**src/rtl/swt_pkg.sv**
```systemverilog
// Purpose: shared constants and types for the sleep wake timer
// Assumes: APB word registers, 8-bit address
// Notes:   offsets, reset values and counts live here only
package swt_pkg;
   // ----------------------------------------------------------------
   // register offsets
   // ----------------------------------------------------------------
   localparam logic [7:0] ADDR_CONFIG    = 8'h00;
   localparam logic [7:0] ADDR_MANT_HIGH = 8'h04;
   localparam logic [7:0] ADDR_MANT_LOW  = 8'h08;
   localparam logic [7:0] ADDR_EXP_STATE = 8'h0C;
   localparam logic [7:0] ADDR_WINDOW    = 8'h10;
   localparam logic [7:0] ADDR_CLOCK_CFG = 8'h14;
   localparam logic [7:0] ADDR_INT_EN    = 8'h18;
   localparam logic [7:0] ADDR_INT_STAT  = 8'h1C;
   localparam logic [7:0] ADDR_PIN_MODE  = 8'h20;
   localparam logic [7:0] ADDR_STATUS    = 8'h24;
   // ----------------------------------------------------------------
   // reset values
   // ----------------------------------------------------------------
   localparam logic [6:0] RST_CONFIG    = 7'h00;
   localparam logic [7:0] RST_MANT_HIGH = 8'h00;
   localparam logic [7:0] RST_MANT_LOW  = 8'h01;
   localparam logic [5:0] RST_EXP_STATE = 6'h00;
   localparam logic [7:0] RST_WINDOW    = 8'h00;
   localparam logic [2:0] RST_CLOCK_SEL = 3'h0;
   localparam logic [2:0] RST_INT_EN    = 3'h0;
   localparam logic [5:0] RST_PIN_MODE  = 6'h00;
   localparam logic [7:0] RST_TRIM      = 8'h80;
   // ----------------------------------------------------------------
   // field positions, encodings and counts
   // ----------------------------------------------------------------
   localparam int         ST_EXPIRED      = 0;
   localparam int         ST_BATTERY      = 1;
   localparam int         ST_CAL_DONE     = 2;
   localparam int         EXP_SLEEP_BIT   = 5;
   localparam logic [2:0] CLK_SEL_XTAL    = 3'h1;
   localparam logic [5:0] GPIO_MODE_WAKE  = 6'h0E;
   localparam logic [5:0] IRQ_MODE_WAKE   = 6'h27;
   localparam logic [33:0] UNIT_TICKS     = 34'h000000004;
   localparam int         SLOW_CLK_HZ     = 32768;
   localparam int         REF_CLK_HZ      = 30000000;
   localparam int         CAL_SLOW_TICKS  = 16;
   localparam logic [15:0] REF_CAL_COUNT  =
      16'(REF_CLK_HZ / SLOW_CLK_HZ * CAL_SLOW_TICKS);
   // ----------------------------------------------------------------
   // types
   // ----------------------------------------------------------------
   typedef struct packed {
      logic [2:0] recalibration_interval;
      logic       cal_enable;
      logic       duty_cycle_enable;
      logic       battery_check_enable;
      logic       wake_timer_enable;
   } swt_config_type;
   typedef enum logic [1:0] {CAL_IDLE, CAL_XTAL_WAIT, CAL_MEASURE} swt_cal_state_type;
endpackage : swt_pkg

```
**src/rtl/swt_sleep_wake_timer.sv**
```systemverilog
// Purpose: periodic wake timer with RC recalibration and APB registers
// Assumes: sleep_entry, power_up_cmd, shutdown_exit, xtal_ready and
//          xtal_ref_tick come from logic on clk
// Notes:   slow clock pins are synchronised and edge detected
//
// Design decisions made here: the APB register port and the address map.
`timescale 1ns/100ps
module swt_sleep_wake_timer #(
   parameter int ADDR_WIDTH = 8
) (
   input  wire logic                  clk,
   input  wire logic                  reset_n,
   input  wire logic                  psel,
   input  wire logic                  penable,
   input  wire logic                  pwrite,
   input  wire logic [ADDR_WIDTH-1:0] paddr,
   input  wire logic [31:0]           pwdata,
   output logic                       pready,
   output logic [31:0]                prdata,
   output logic                       pslverr,
   input  wire logic                  rc_clk_32k,
   input  wire logic                  xtal_clk_32k,
   input  wire logic                  sleep_entry,
   input  wire logic                  power_up_cmd,
   input  wire logic                  shutdown_exit,
   input  wire logic                  xtal_ready,
   input  wire logic                  xtal_ref_tick,
   output logic                       xtal_enable,
   output logic [7:0]                 rc_trim,
   output logic                       wake_to_ready,
   output logic                       wake_to_sleep,
   output logic                       rx_start,
   output logic                       rx_window_active,
   output logic                       battery_check_start,
   output logic                       gpio_wake_out,
   output logic                       irq,
   output logic                       interrupt_out_n
);
   // ----------------------------------------------------------------
   // registers and state
   // ----------------------------------------------------------------
   swt_pkg::swt_config_type     cfg;
   swt_pkg::swt_cal_state_type  cal_state;
   logic [7:0]  wake_mantissa_high;
   logic [7:0]  wake_mantissa_low;
   logic [5:0]  wake_exponent_and_state;
   logic [7:0]  duty_cycle_window;
   logic [2:0]  slow_clock_source_select;
   logic [2:0]  chip_interrupt_enables;
   logic [2:0]  int_status;
   logic [5:0]  pin_function_mode;
   logic [5:0]  interrupt_pin_mode;
   logic [2:0]  rc_sync;
   logic [2:0]  xt_sync;
   logic        rc_level;
   logic        xt_level;
   logic        running;
   logic [33:0] prescale;
   logic [15:0] mant_count;
   logic [7:0]  window_count;
   logic [7:0]  cal_wake_count;
   logic        cal_pending;
   logic [4:0]  cal_slow_cnt;
   logic [15:0] ref_cnt;
   // ----------------------------------------------------------------
   // bus decode
   // ----------------------------------------------------------------
   // pready is registered, so every access takes three cycles
   wire         bus_phase  = psel & penable & ~pready;
   wire         bus_done   = psel & penable & pready;
   wire         wr_done    = bus_done & pwrite;
   wire [7:0]   addr       = 8'(paddr);
   wire         hit_config = addr == swt_pkg::ADDR_CONFIG;
   wire         hit_mhigh  = addr == swt_pkg::ADDR_MANT_HIGH;
   wire         hit_mlow   = addr == swt_pkg::ADDR_MANT_LOW;
   wire         hit_exp    = addr == swt_pkg::ADDR_EXP_STATE;
   wire         hit_window = addr == swt_pkg::ADDR_WINDOW;
   wire         hit_clock  = addr == swt_pkg::ADDR_CLOCK_CFG;
   wire         hit_int_en = addr == swt_pkg::ADDR_INT_EN;
   wire         hit_stat   = addr == swt_pkg::ADDR_INT_STAT;
   wire         hit_pin    = addr == swt_pkg::ADDR_PIN_MODE;
   wire         hit_status = addr == swt_pkg::ADDR_STATUS;
   wire         mapped     = hit_config | hit_mhigh | hit_mlow | hit_exp | hit_window |
                             hit_clock | hit_int_en | hit_stat | hit_pin | hit_status;
   // read of interrupt status clears it
   wire         stat_read  = bus_done & ~pwrite & hit_stat;
   // ----------------------------------------------------------------
   // read mux
   // ----------------------------------------------------------------
   wire [31:0]  read_value =
      hit_config ? {25'h0, cfg} :
      hit_mhigh  ? {24'h0, wake_mantissa_high} :
      hit_mlow   ? {24'h0, wake_mantissa_low} :
      hit_exp    ? {26'h0, wake_exponent_and_state} :
      hit_window ? {24'h0, duty_cycle_window} :
      hit_clock  ? {29'h0, slow_clock_source_select} :
      hit_int_en ? {29'h0, chip_interrupt_enables} :
      hit_stat   ? {29'h0, int_status} :
      hit_pin    ? {18'h0, interrupt_pin_mode, 2'h0, pin_function_mode} :
      hit_status ? {16'h0, rc_trim, 6'h0, cal_state != swt_pkg::CAL_IDLE, running} :
      32'h0;
   // apb answer, one wait state
   always_ff @(posedge clk) begin
      if (!reset_n) begin
         pready  <= 1'b0;
         prdata  <= 32'h0;
         pslverr <= 1'b0;
      end else begin
         pready  <= bus_phase;
         prdata  <= bus_phase & ~pwrite ? read_value : 32'h0;
         pslverr <= bus_phase & ~mapped;
      end
   end
   // ----------------------------------------------------------------
   // software registers
   // ----------------------------------------------------------------
   // writes take effect only at the completing edge
   always_ff @(posedge clk) begin
      if (!reset_n) begin
         cfg                      <= swt_pkg::RST_CONFIG;
         wake_mantissa_high       <= swt_pkg::RST_MANT_HIGH;
         wake_mantissa_low        <= swt_pkg::RST_MANT_LOW;
         wake_exponent_and_state  <= swt_pkg::RST_EXP_STATE;
         duty_cycle_window        <= swt_pkg::RST_WINDOW;
         slow_clock_source_select <= swt_pkg::RST_CLOCK_SEL;
         chip_interrupt_enables   <= swt_pkg::RST_INT_EN;
         pin_function_mode        <= swt_pkg::RST_PIN_MODE;
         interrupt_pin_mode       <= swt_pkg::RST_PIN_MODE;
      end else if (wr_done) begin
         if (hit_config) cfg <= pwdata[6:0];
         if (hit_mhigh) wake_mantissa_high <= pwdata[7:0];
         if (hit_mlow) wake_mantissa_low <= pwdata[7:0];
         if (hit_exp) wake_exponent_and_state <= pwdata[5:0];
         if (hit_window) duty_cycle_window <= pwdata[7:0];
         if (hit_clock) slow_clock_source_select <= pwdata[2:0];
         if (hit_int_en) chip_interrupt_enables <= pwdata[2:0];
         if (hit_pin) begin
            pin_function_mode  <= pwdata[5:0];
            interrupt_pin_mode <= pwdata[13:8];
         end
      end
   end
   // ----------------------------------------------------------------
   // slow clock synchronisers
   // ----------------------------------------------------------------
   // three stages; a level counts once stages two and three agree
   always_ff @(posedge clk) begin
      if (!reset_n) begin
         rc_sync  <= 3'h0;
         xt_sync  <= 3'h0;
         rc_level <= 1'b0;
         xt_level <= 1'b0;
      end else begin
         rc_sync <= {rc_sync[1:0], rc_clk_32k};
         xt_sync <= {xt_sync[1:0], xtal_clk_32k};
         if (rc_sync[1] == rc_sync[2]) rc_level <= rc_sync[2];
         if (xt_sync[1] == xt_sync[2]) xt_level <= xt_sync[2];
      end
   end
   wire rc_tick   = rc_sync[1] & rc_sync[2] & ~rc_level;
   wire xt_tick   = xt_sync[1] & xt_sync[2] & ~xt_level;
   // other codes fall back to the RC source
   wire slow_tick = slow_clock_source_select == swt_pkg::CLK_SEL_XTAL ? xt_tick : rc_tick;
   // ----------------------------------------------------------------
   // period counting
   // ----------------------------------------------------------------
   wire [15:0] period_mantissa  = {wake_mantissa_high, wake_mantissa_low};
   wire [4:0]  period_exponent  = wake_exponent_and_state[4:0];
   wire        post_wake_sleep  = wake_exponent_and_state[swt_pkg::EXP_SLEEP_BIT];
   // one unit is 4 * 2^exponent slow ticks
   wire [33:0] unit_last_value  = (swt_pkg::UNIT_TICKS << period_exponent) - 34'h1;
   wire        unit_end         = slow_tick & (prescale == unit_last_value);
   // zero mantissa never expires
   wire        expiry           = running & unit_end & (period_mantissa != 16'h0) &
                                  (mant_count == period_mantissa - 16'h1);
   // counts only while armed at sleep entry
   always_ff @(posedge clk) begin
      if (!reset_n) begin
         running <= 1'b0;
      end else begin
         running <= cfg.wake_timer_enable & (running | sleep_entry);
      end
   end
   // reload on expiry and keep going
   always_ff @(posedge clk) begin
      if (!reset_n || !running || expiry) begin
         prescale   <= 34'h0;
         mant_count <= 16'h0;
      end else if (unit_end) begin
         prescale   <= 34'h0;
         mant_count <= mant_count + 16'h1;
      end else if (slow_tick) begin
         prescale   <= prescale + 34'h1;
      end
   end
   // ----------------------------------------------------------------
   // wake actions
   // ----------------------------------------------------------------
   wire window_on = cfg.duty_cycle_enable & (duty_cycle_window != 8'h0);
   always_ff @(posedge clk) begin
      if (!reset_n) begin
         wake_to_ready       <= 1'b0;
         wake_to_sleep       <= 1'b0;
         rx_start            <= 1'b0;
         battery_check_start <= 1'b0;
      end else begin
         wake_to_ready       <= expiry & ~post_wake_sleep;
         wake_to_sleep       <= expiry & post_wake_sleep;
         rx_start            <= expiry & cfg.duty_cycle_enable;
         battery_check_start <= expiry & cfg.battery_check_enable;
      end
   end
   // receive window counted in the same units as the period
   always_ff @(posedge clk) begin
      if (!reset_n || !running) begin
         rx_window_active <= 1'b0;
         window_count     <= 8'h0;
      end else if (expiry) begin
         rx_window_active <= window_on;
         window_count     <= 8'h0;
      end else if (rx_window_active && unit_end) begin
         if (window_count == duty_cycle_window - 8'h1) rx_window_active <= 1'b0;
         window_count <= window_count + 8'h1;
      end
   end
   // ----------------------------------------------------------------
   // calibration
   // ----------------------------------------------------------------
   // interval is 2^field wake periods
   wire [7:0] cal_wakes = (8'h01 << cfg.recalibration_interval) - 8'h01;
   wire       cal_due   = expiry & cfg.cal_enable & (cal_wake_count == cal_wakes);
   wire       cal_req   = power_up_cmd | shutdown_exit | cal_due;
   wire       cal_start = cal_pending & (cal_state == swt_pkg::CAL_IDLE);
   wire       cal_done  = (cal_state == swt_pkg::CAL_MEASURE) & rc_tick &
                          (cal_slow_cnt == 5'(swt_pkg::CAL_SLOW_TICKS - 1));
   always_ff @(posedge clk) begin
      if (!reset_n || !cfg.cal_enable) begin
         cal_wake_count <= 8'h0;
      end else if (expiry) begin
         cal_wake_count <= cal_due ? 8'h0 : cal_wake_count + 8'h1;
      end
   end
   // a new request wins over the take of an old one
   always_ff @(posedge clk) begin
      if (!reset_n) begin
         cal_pending <= 1'b0;
      end else begin
         cal_pending <= cal_req | (cal_pending & ~cal_start);
      end
   end
   // crystal on, count reference ticks over RC ticks, trim by one
   always_ff @(posedge clk) begin
      if (!reset_n) begin
         cal_state    <= swt_pkg::CAL_IDLE;
         xtal_enable  <= 1'b0;
         cal_slow_cnt <= 5'h0;
         ref_cnt      <= 16'h0;
         rc_trim      <= swt_pkg::RST_TRIM;
      end else begin
         case (cal_state)
            swt_pkg::CAL_IDLE: begin
               if (cal_start) begin
                  cal_state   <= swt_pkg::CAL_XTAL_WAIT;
                  xtal_enable <= 1'b1;
               end
            end
            swt_pkg::CAL_XTAL_WAIT: begin
               cal_slow_cnt <= 5'h0;
               ref_cnt      <= 16'h0;
               if (xtal_ready && rc_tick) cal_state <= swt_pkg::CAL_MEASURE;
            end
            swt_pkg::CAL_MEASURE: begin
               if (xtal_ref_tick) ref_cnt <= ref_cnt + 16'h1;
               if (rc_tick) cal_slow_cnt <= cal_slow_cnt + 5'h1;
               if (cal_done) begin
                  cal_state   <= swt_pkg::CAL_IDLE;
                  xtal_enable <= 1'b0;
                  // more reference ticks means RC runs slow
                  if (ref_cnt > swt_pkg::REF_CAL_COUNT && rc_trim != 8'hFF)
                     rc_trim <= rc_trim + 8'h1;
                  else if (ref_cnt < swt_pkg::REF_CAL_COUNT && rc_trim != 8'h00)
                     rc_trim <= rc_trim - 8'h1;
               end
            end
            default: begin
               cal_state   <= swt_pkg::CAL_IDLE;
               xtal_enable <= 1'b0;
            end
         endcase
      end
   end
   // ----------------------------------------------------------------
   // interrupt status and outputs
   // ----------------------------------------------------------------
   wire [2:0] status_events = {cal_done, expiry & cfg.battery_check_enable, expiry};
   // set wins over the read clear
   wire [2:0] next_int_status = (int_status & {3{~stat_read}}) | status_events;
   wire       wake_pin_irq    = (interrupt_pin_mode == swt_pkg::IRQ_MODE_WAKE) &
                                int_status[swt_pkg::ST_EXPIRED];
   wire       next_irq        = (|(int_status & chip_interrupt_enables)) | wake_pin_irq;
   always_ff @(posedge clk) begin
      if (!reset_n) begin
         int_status      <= 3'h0;
         irq             <= 1'b0;
         interrupt_out_n <= 1'b1;
         gpio_wake_out   <= 1'b0;
      end else begin
         int_status      <= next_int_status;
         irq             <= next_irq;
         interrupt_out_n <= ~next_irq;
         gpio_wake_out   <= (pin_function_mode == swt_pkg::GPIO_MODE_WAKE) &
                            int_status[swt_pkg::ST_EXPIRED];
      end
   end
endmodule : swt_sleep_wake_timer

```
**config.mk**
```make
export PLATFORM = sky130hd
export DESIGN_NAME = swt_sleep_wake_timer
export DESIGN_NICKNAME = d
export VERILOG_FILES = /design/src/rtl/swt_pkg.sv /design/src/rtl/swt_sleep_wake_timer.sv
export SDC_FILE = /design/constraint.sdc
export NUM_CORES = 1
export LEC_CHECK = 0
export BUFFER_PORTS_ARGS = -buffer_cell sky130_fd_sc_hd__buf_2
export CAP_MARGIN = 30
export CORE_MARGIN = 2
export CORE_UTILIZATION = 30
export CTS_BUF_LIST = sky130_fd_sc_hd__clkbuf_16
export DETAILED_ROUTE_END_ITERATION = 8
export GPL_TIMING_DRIVEN = 1
export SYNTH_ARGS = -nofsm -noshare
export SYNTH_HDL_FRONTEND = slang
export SYNTH_SLANG_ARGS = --single-unit
```
**constraint.sdc**
```tcl
create_clock -name clk -period 3.6 [get_ports clk]
set_input_delay 0.54 -clock clk [delete_from_list [all_inputs] [get_ports clk]]
set_output_delay 0.54 -clock clk [all_outputs]
set_load 0.03 [all_outputs]
```
Yosys cells after proc, flatten, opt, wreduce, memory -nomap -nowiden --
Index checks and enable logic that the tools add are counted.
Operators by class: shifts and indexed selects 2, bitwise gates (word level) 60, magnitude comparators 2, muxes and demuxes 28, reduce and logical (&&, ||, !) cells 42, add/subtract/negate cells 12, eq/ne operators 27
Operator list (number):
- 8-bit two-way mux | 10
- 34-bit by 1-bit adder with 34-bit output (second input constant) | 1
- 34-bit == test | 1
- 3-bit by 5-bit << shifter with 34-bit output (first input constant) | 1
- 34-bit by 1-bit subtractor with 34-bit output (second input constant) | 1
- 16-bit by 1-bit adder with 16-bit output (second input constant) | 2
- 8-bit by 5-bit == test with 1-bit output (second input constant) | 4
- 16-bit one-hot mux with 2 select lines | 1
- 1-bit AND | 30
- 14-bit two-way mux | 2
- 8-bit by 1-bit adder with 8-bit output (second input constant) | 3
- 2-bit AND reduction | 12
- 8-bit by 1-bit subtractor with 8-bit output (second input constant) | 3
- 16-bit == test | 1
- 8-bit by 4-bit == test with 1-bit output (second input constant) | 2
- 8-bit by 6-bit == test with 1-bit output (second input constant) | 2
- 8-bit == test | 2
- 16-bit by 14-bit > comparator with 1-bit output (second input constant) | 1
- 16-bit by 14-bit < comparator with 1-bit output (second input constant) | 1
- 16-bit two-way mux | 1
- 16-bit nonzero test | 1
- 8-bit nonzero test | 2
- 16-bit by 1-bit subtractor with 16-bit output (second input constant) | 1
- 1-bit bitwise OR | 14
- 34 further kinds | 74
Storage, ports and cells: flip-flop bits (word level) 208, output and inout bits 51, logic and storage cells 217, input port bits 52

Depth between registers and ports, before layout --
depth after elaboration 12, gate-level depth with buffers 17, gate-level depth less buffers 14

Worst setup path after synthesis --
Ideal clock, no wire load.
kind flip-flop to flip-flop, start point reg wake_exponent_and_state[3], end point reg window_count[2], slack -148 ps, library setup time 74 ps, arrival 3674 ps, buffers on the path 3, cell stages (with the launch flop) 16, clock period less this slack 3748 ps, cell sequence dfxtp_1 -> buf_6 -> or2_2 -> nor2_1 -> nand3_1 -> ha_1 -> clkbuf_1 -> or4_1 -> a21o_1 -> nand3_2 -> nand3_1 -> or4_1 -> or4_1 -> buf_2 -> or4b_1 -> a31oi_1
On the way: cells in the longest elaborated chain, start to end 8
Ends and longest elaborated chain:
- start: declaration | RTL line swt_sleep_wake_timer.sv:46 | logic [5:0] wake_exponent_and_state;
- start signal: assignment | RTL line swt_sleep_wake_timer.sv:123 | wake_exponent_and_state <= swt_pkg::RST_EXP_STATE;
- start signal: assignment | RTL line swt_sleep_wake_timer.sv:133 | if (hit_exp) wake_exponent_and_state <= pwdata[5:0];
- 3-bit by 5-bit << shifter with 34-bit output * | RTL line swt_sleep_wake_timer.sv:171 | wire [33:0] unit_last_value = (swt_pkg::UNIT_TICKS << period_exponent) - 34'h1;
- 34-bit by 1-bit subtractor with 34-bit output * | RTL line swt_sleep_wake_timer.sv:171
- 34-bit == test * | RTL line swt_sleep_wake_timer.sv:172 | wire unit_end = slow_tick & (prescale == unit_last_value);
- 1-bit AND * | RTL line swt_sleep_wake_timer.sv:172
- 1-bit AND (3 in series) | RTL line swt_sleep_wake_timer.sv:174 | wire expiry = running & unit_end & (period_mantissa != 16'h0) &
- 2-bit OR reduction (no source line)
- end signal: assignment | RTL line swt_sleep_wake_timer.sv:223 | window_count <= window_count + 8'h1;
- end: declaration | RTL line swt_sleep_wake_timer.sv:60 | logic [7:0] window_count;
Every way passes the cells marked *; elsewhere a longest branch is shown, timed or not. A chain may end at the register's enable or synchronous reset.

Final worst setup path --
Same ends and word-level chain as after synthesis.

==> flow_metrics.env <==
export IMPL_status="finished, final reports clean"
export IMPL_cellPowerDensity_mw_per_mm2=334.0
export IMPL_synth_top_area_frac=0.3440
export IMPL_cts_tree="yes"
export IMPL_layout_nets=1518
export IMPL_critPathLaunchType="flip-flop"
export IMPL_swShare=0.2672
export IMPL_finalMaxSlewViolations=0
export IMPL_synth_seq_cells=192
export IMPL_cts_clk_slew_worst_paths_ns=0.09
export IMPL_timing_rr_start="wake_exponent_and_state[3]"
export IMPL_min_to="rc_sync[0]"
export IMPL_rr_worst_depth=12
export IMPL_antennaDiodeCount=0
export IMPL_num_rows=70
export IMPL_antenna_found_initial=1
export IMPL_yosysWarnings=0
export IMPL_synth_edf_count=0
export IMPL_drive_gt1_frac=0.1324
export IMPL_synth_area_mm2=0.01117
export IMPL_multi_input_area_mm2=0.006820
export IMPL_gp_congestion=0.8670
export IMPL_regArea_mm2=0.003844
export IMPL_fin_setup_tns_ns=0
export IMPL_yosysMostFrequentCell="dfxtp_1"
export IMPL_cp_arrival_ns=3.90
export IMPL_synth_ff_type="dfxtp_1"
export IMPL_fin_area_mm2=0.01280
export IMPL_grt_pass1_vias=9495
export IMPL_relSlewSlack=0.4909
export IMPL_die_area_mm2=0.03880
export IMPL_clock_sinks=192
export IMPL_ctsHoldBuffers=0
export IMPL_finalSetupViolCount=0
export IMPL_wl_um=30800
export IMPL_post_route_min_period_ns=3.525
export IMPL_path_class="reg -> reg"
export IMPL_max_slew_worst_pin_slew_ns=0.7609
export IMPL_worstPathMaxFanout=6
export IMPL_hp_class="in -> reg"
export IMPL_yosysSeqAreaShare=0.3440
export IMPL_initial_utilization=0.3052
export IMPL_timing_reg2reg_setup_slack_ns=0.08
export IMPL_grt_pass1_wl_um=49350
export IMPL_ios=103
export IMPL_hold_viol=0
export IMPL_netlist_top_cells_area="dfxtp_1 (34%), nand2_1 (4.5%), nand3_1 (4.4%), nor2_1 (3.9%), mux2i_1 (3.8%)"
export IMPL_synth_cell_types=75
export IMPL_p_leak_nw=4.668
export IMPL_root_buffer="clkbuf_16"
export IMPL_drt_vias_per_instance=5.325
export IMPL_grt_usage=0.1563
export IMPL_reg2reg_to="window_count[2]"
export IMPL_fmax_mhz=283.7
export IMPL_post_dp_cell_area_mm2=0.01205
export IMPL_cap_viol_max_count=0
export IMPL_clock_path_buffers=2
export IMPL_critical_path_required_ns=3.98
export IMPL_die_x_um=197.0
export IMPL_p_int_mw=3.134
export IMPL_netlist_instances=1396
export IMPL_synth_largest_area_cell="dfxtp_1"
export IMPL_die_h_um=197.0
export IMPL_core_mm2=0.03661
export IMPL_worstHoldStart="rc_clk_32k"
export IMPL_h_tree_depth=4
export IMPL_power_frac_clock=0.467
export IMPL_wl_per_cell_um=15.99
export IMPL_pre_cts_ws_ns=0.01071
export IMPL_seqPwrFrac=0.499
export IMPL_area_growth_pct=14.60
export IMPL_skew_ns=0.01668
export IMPL_drt_pass1_iter_count=5
export IMPL_pwr_share_comb=0.034
export IMPL_io_buffers=68
export IMPL_netSwitchingPower_mw=1.143
export IMPL_fill_cells=3808
export IMPL_async_reset_ff_frac=0
export IMPL_min_path_cells=2
export IMPL_num_vias=10260
export IMPL_final_util=0.3497
export IMPL_grt_max_degree=46
export IMPL_drc=0
export IMPL_synth_common_cells="dfxtp_1 (192), nand2_1 (134), nor2_1 (116)"
export IMPL_cp_startpoint="wake_exponent_and_state[3]"
export IMPL_overflow=0
export IMPL_worstSkewPairLatency_ns=0.45
export IMPL_grt_setup_unrepaired="yes"
export IMPL_hold_ws_ns=0.2932
export IMPL_worst_slack_ns=0.07533
export IMPL_critPathCaptureType="flip-flop"
export IMPL_ir_drop_mv=0.2787
export IMPL_finalCritPeriodShare=0.9791
export IMPL_dp_final_hpwl_um=21870
export IMPL_drtIter0Drc=662
export IMPL_syn_area_per_cell_um2=8.003
export IMPL_cts_made_buffers=17
export IMPL_ant_nets=0
placed cells by master, fill, tap and decap left out, drive strengths merged, types with 15 or more instances in the layout:
| cell | synthesis | final |
|---|---|---|
| a21boi | 45 | 45 |
| a21oi | 57 | 57 |
| a31oi | 15 | 15 |
| and2 | 25 | 25 |
| and3 | 39 | 39 |
| buf | 40 | 120 |
| clkbuf | 67 | 18 |
| conb | 1 | 16 |
| dfxtp | 192 | 192 |
| ha | 20 | 20 |
| inv | 34 | 42 |
| mux2i | 42 | 42 |
| nand2 | 134 | 134 |
| nand3 | 100 | 100 |
| nand4 | 20 | 20 |
| nor2 | 116 | 116 |
| nor2b | 45 | 45 |
| nor3 | 42 | 42 |
| nor4 | 15 | 15 |
| o21ai | 50 | 50 |
| o31ai | 15 | 15 |
| or3 | 18 | 18 |
| or4 | 22 | 23 |
| xnor2 | 47 | 47 |
| xor2 | 38 | 38 |
metrics by stage:
stage | power (mW) | instances
after global routing | 4.404 | 1926
after CTS | 4.309 | 1921
after detailed placement | 2.329 | 1889
after global placement | 2.328 | 1889
after floorplan | 2.291 | 1411
final | 4.276 | 1926
final cells by class:
cell class / count / share of cell area
multi-input cells: 1079 / 0.5327
flip-flops and latches: 192 / 0.3002
repair buffers: 121 / 0.06284
well taps: 468 / 0.04573
clock buffers: 17 / 0.03323
clock inverters: 15 / 0.01534
inverters: 34 / 0.009968
how the worst max path moves through the flow:
stage,end,cells past startpoint
3_3_place_gp,window_count[2],11
6_report,window_count[2],12
3_5_place_dp,window_count[2],11
4_1_cts,window_count[2],11
2_1_floorplan,window_count[2],15
5_1_grt,window_count[2],12
critical path, stage by stage (launching register included):
cell and delay, ns:
dfxtp_1 0.32, or2_4 0.26, nor2_4 0.09, nand3_1 0.09, ha_2 0.18, or4_1 0.39
a21o_1 0.21, nand3_2 0.08, nand3_1 0.08, or4_4 0.52, or4_4 0.61, or4b_1 0.49
a31oi_1 0.14
state kept, by name, summed over array words and instances, names as in the netlist, 5 cells and up:
signal	cells
prdata	16
ref_cnt	16
duty_cycle_window	8
cal_slow_cnt	5
rc_trim	8
prescale	34
mant_count	16
wake_exponent_and_state	6
interrupt_pin_mode	6
window_count	8
wake_mantissa_low	8
cfg	7
wake_mantissa_high	8
cal_wake_count	8
pin_function_mode	6
routing by layer:
metal | up-vias | track usage | part of all wire
met5 | - | 0 | 0.00049
met4 | 2 | 0.04567 | 0.019
met3 | 49 | 0.02567 | 0.045
met2 | 234 | 0.2566 | 0.47
met1 | 4898 | 0.2110 | 0.47
li1 | 5073 | - | -
logic make-up after synthesis:
| family | Yosys count | share of synthesized area |
|---|---|---|
| simple gates | 629 | 0.2930 |
| compound gates | 280 | 0.1682 |
| flops | 192 | 0.3440 |
| buf+inv | 141 | 0.05891 |
| xor+xnor | 86 | 0.06865 |
| mux | 46 | 0.04267 |
| fa+ha+maj | 21 | 0.02419 |
| other cells | 1 | 0.0003357 |
power groups by stage:
stage	sequential [mW]	clock [mW]	combinational (mW)
2_1_floorplan	2.19	0	0.103
3_3_place_gp	2.18	0	0.144
3_5_place_dp	2.18	0	0.145
4_1_cts	2.13	2.03	0.145
5_1_grt	2.14	2.11	0.157
6_report	2.13	2.00	0.146
repair_timing:
| action | 4_1_cts | 5_1_grt |
|---|---|---|
| gates resized for setup | 0 | 18 |
| endpoints found under the setup margin | 0 | 50 |
| setup buffers | 0 | 2 |
(Power assumes the default switching activity.)
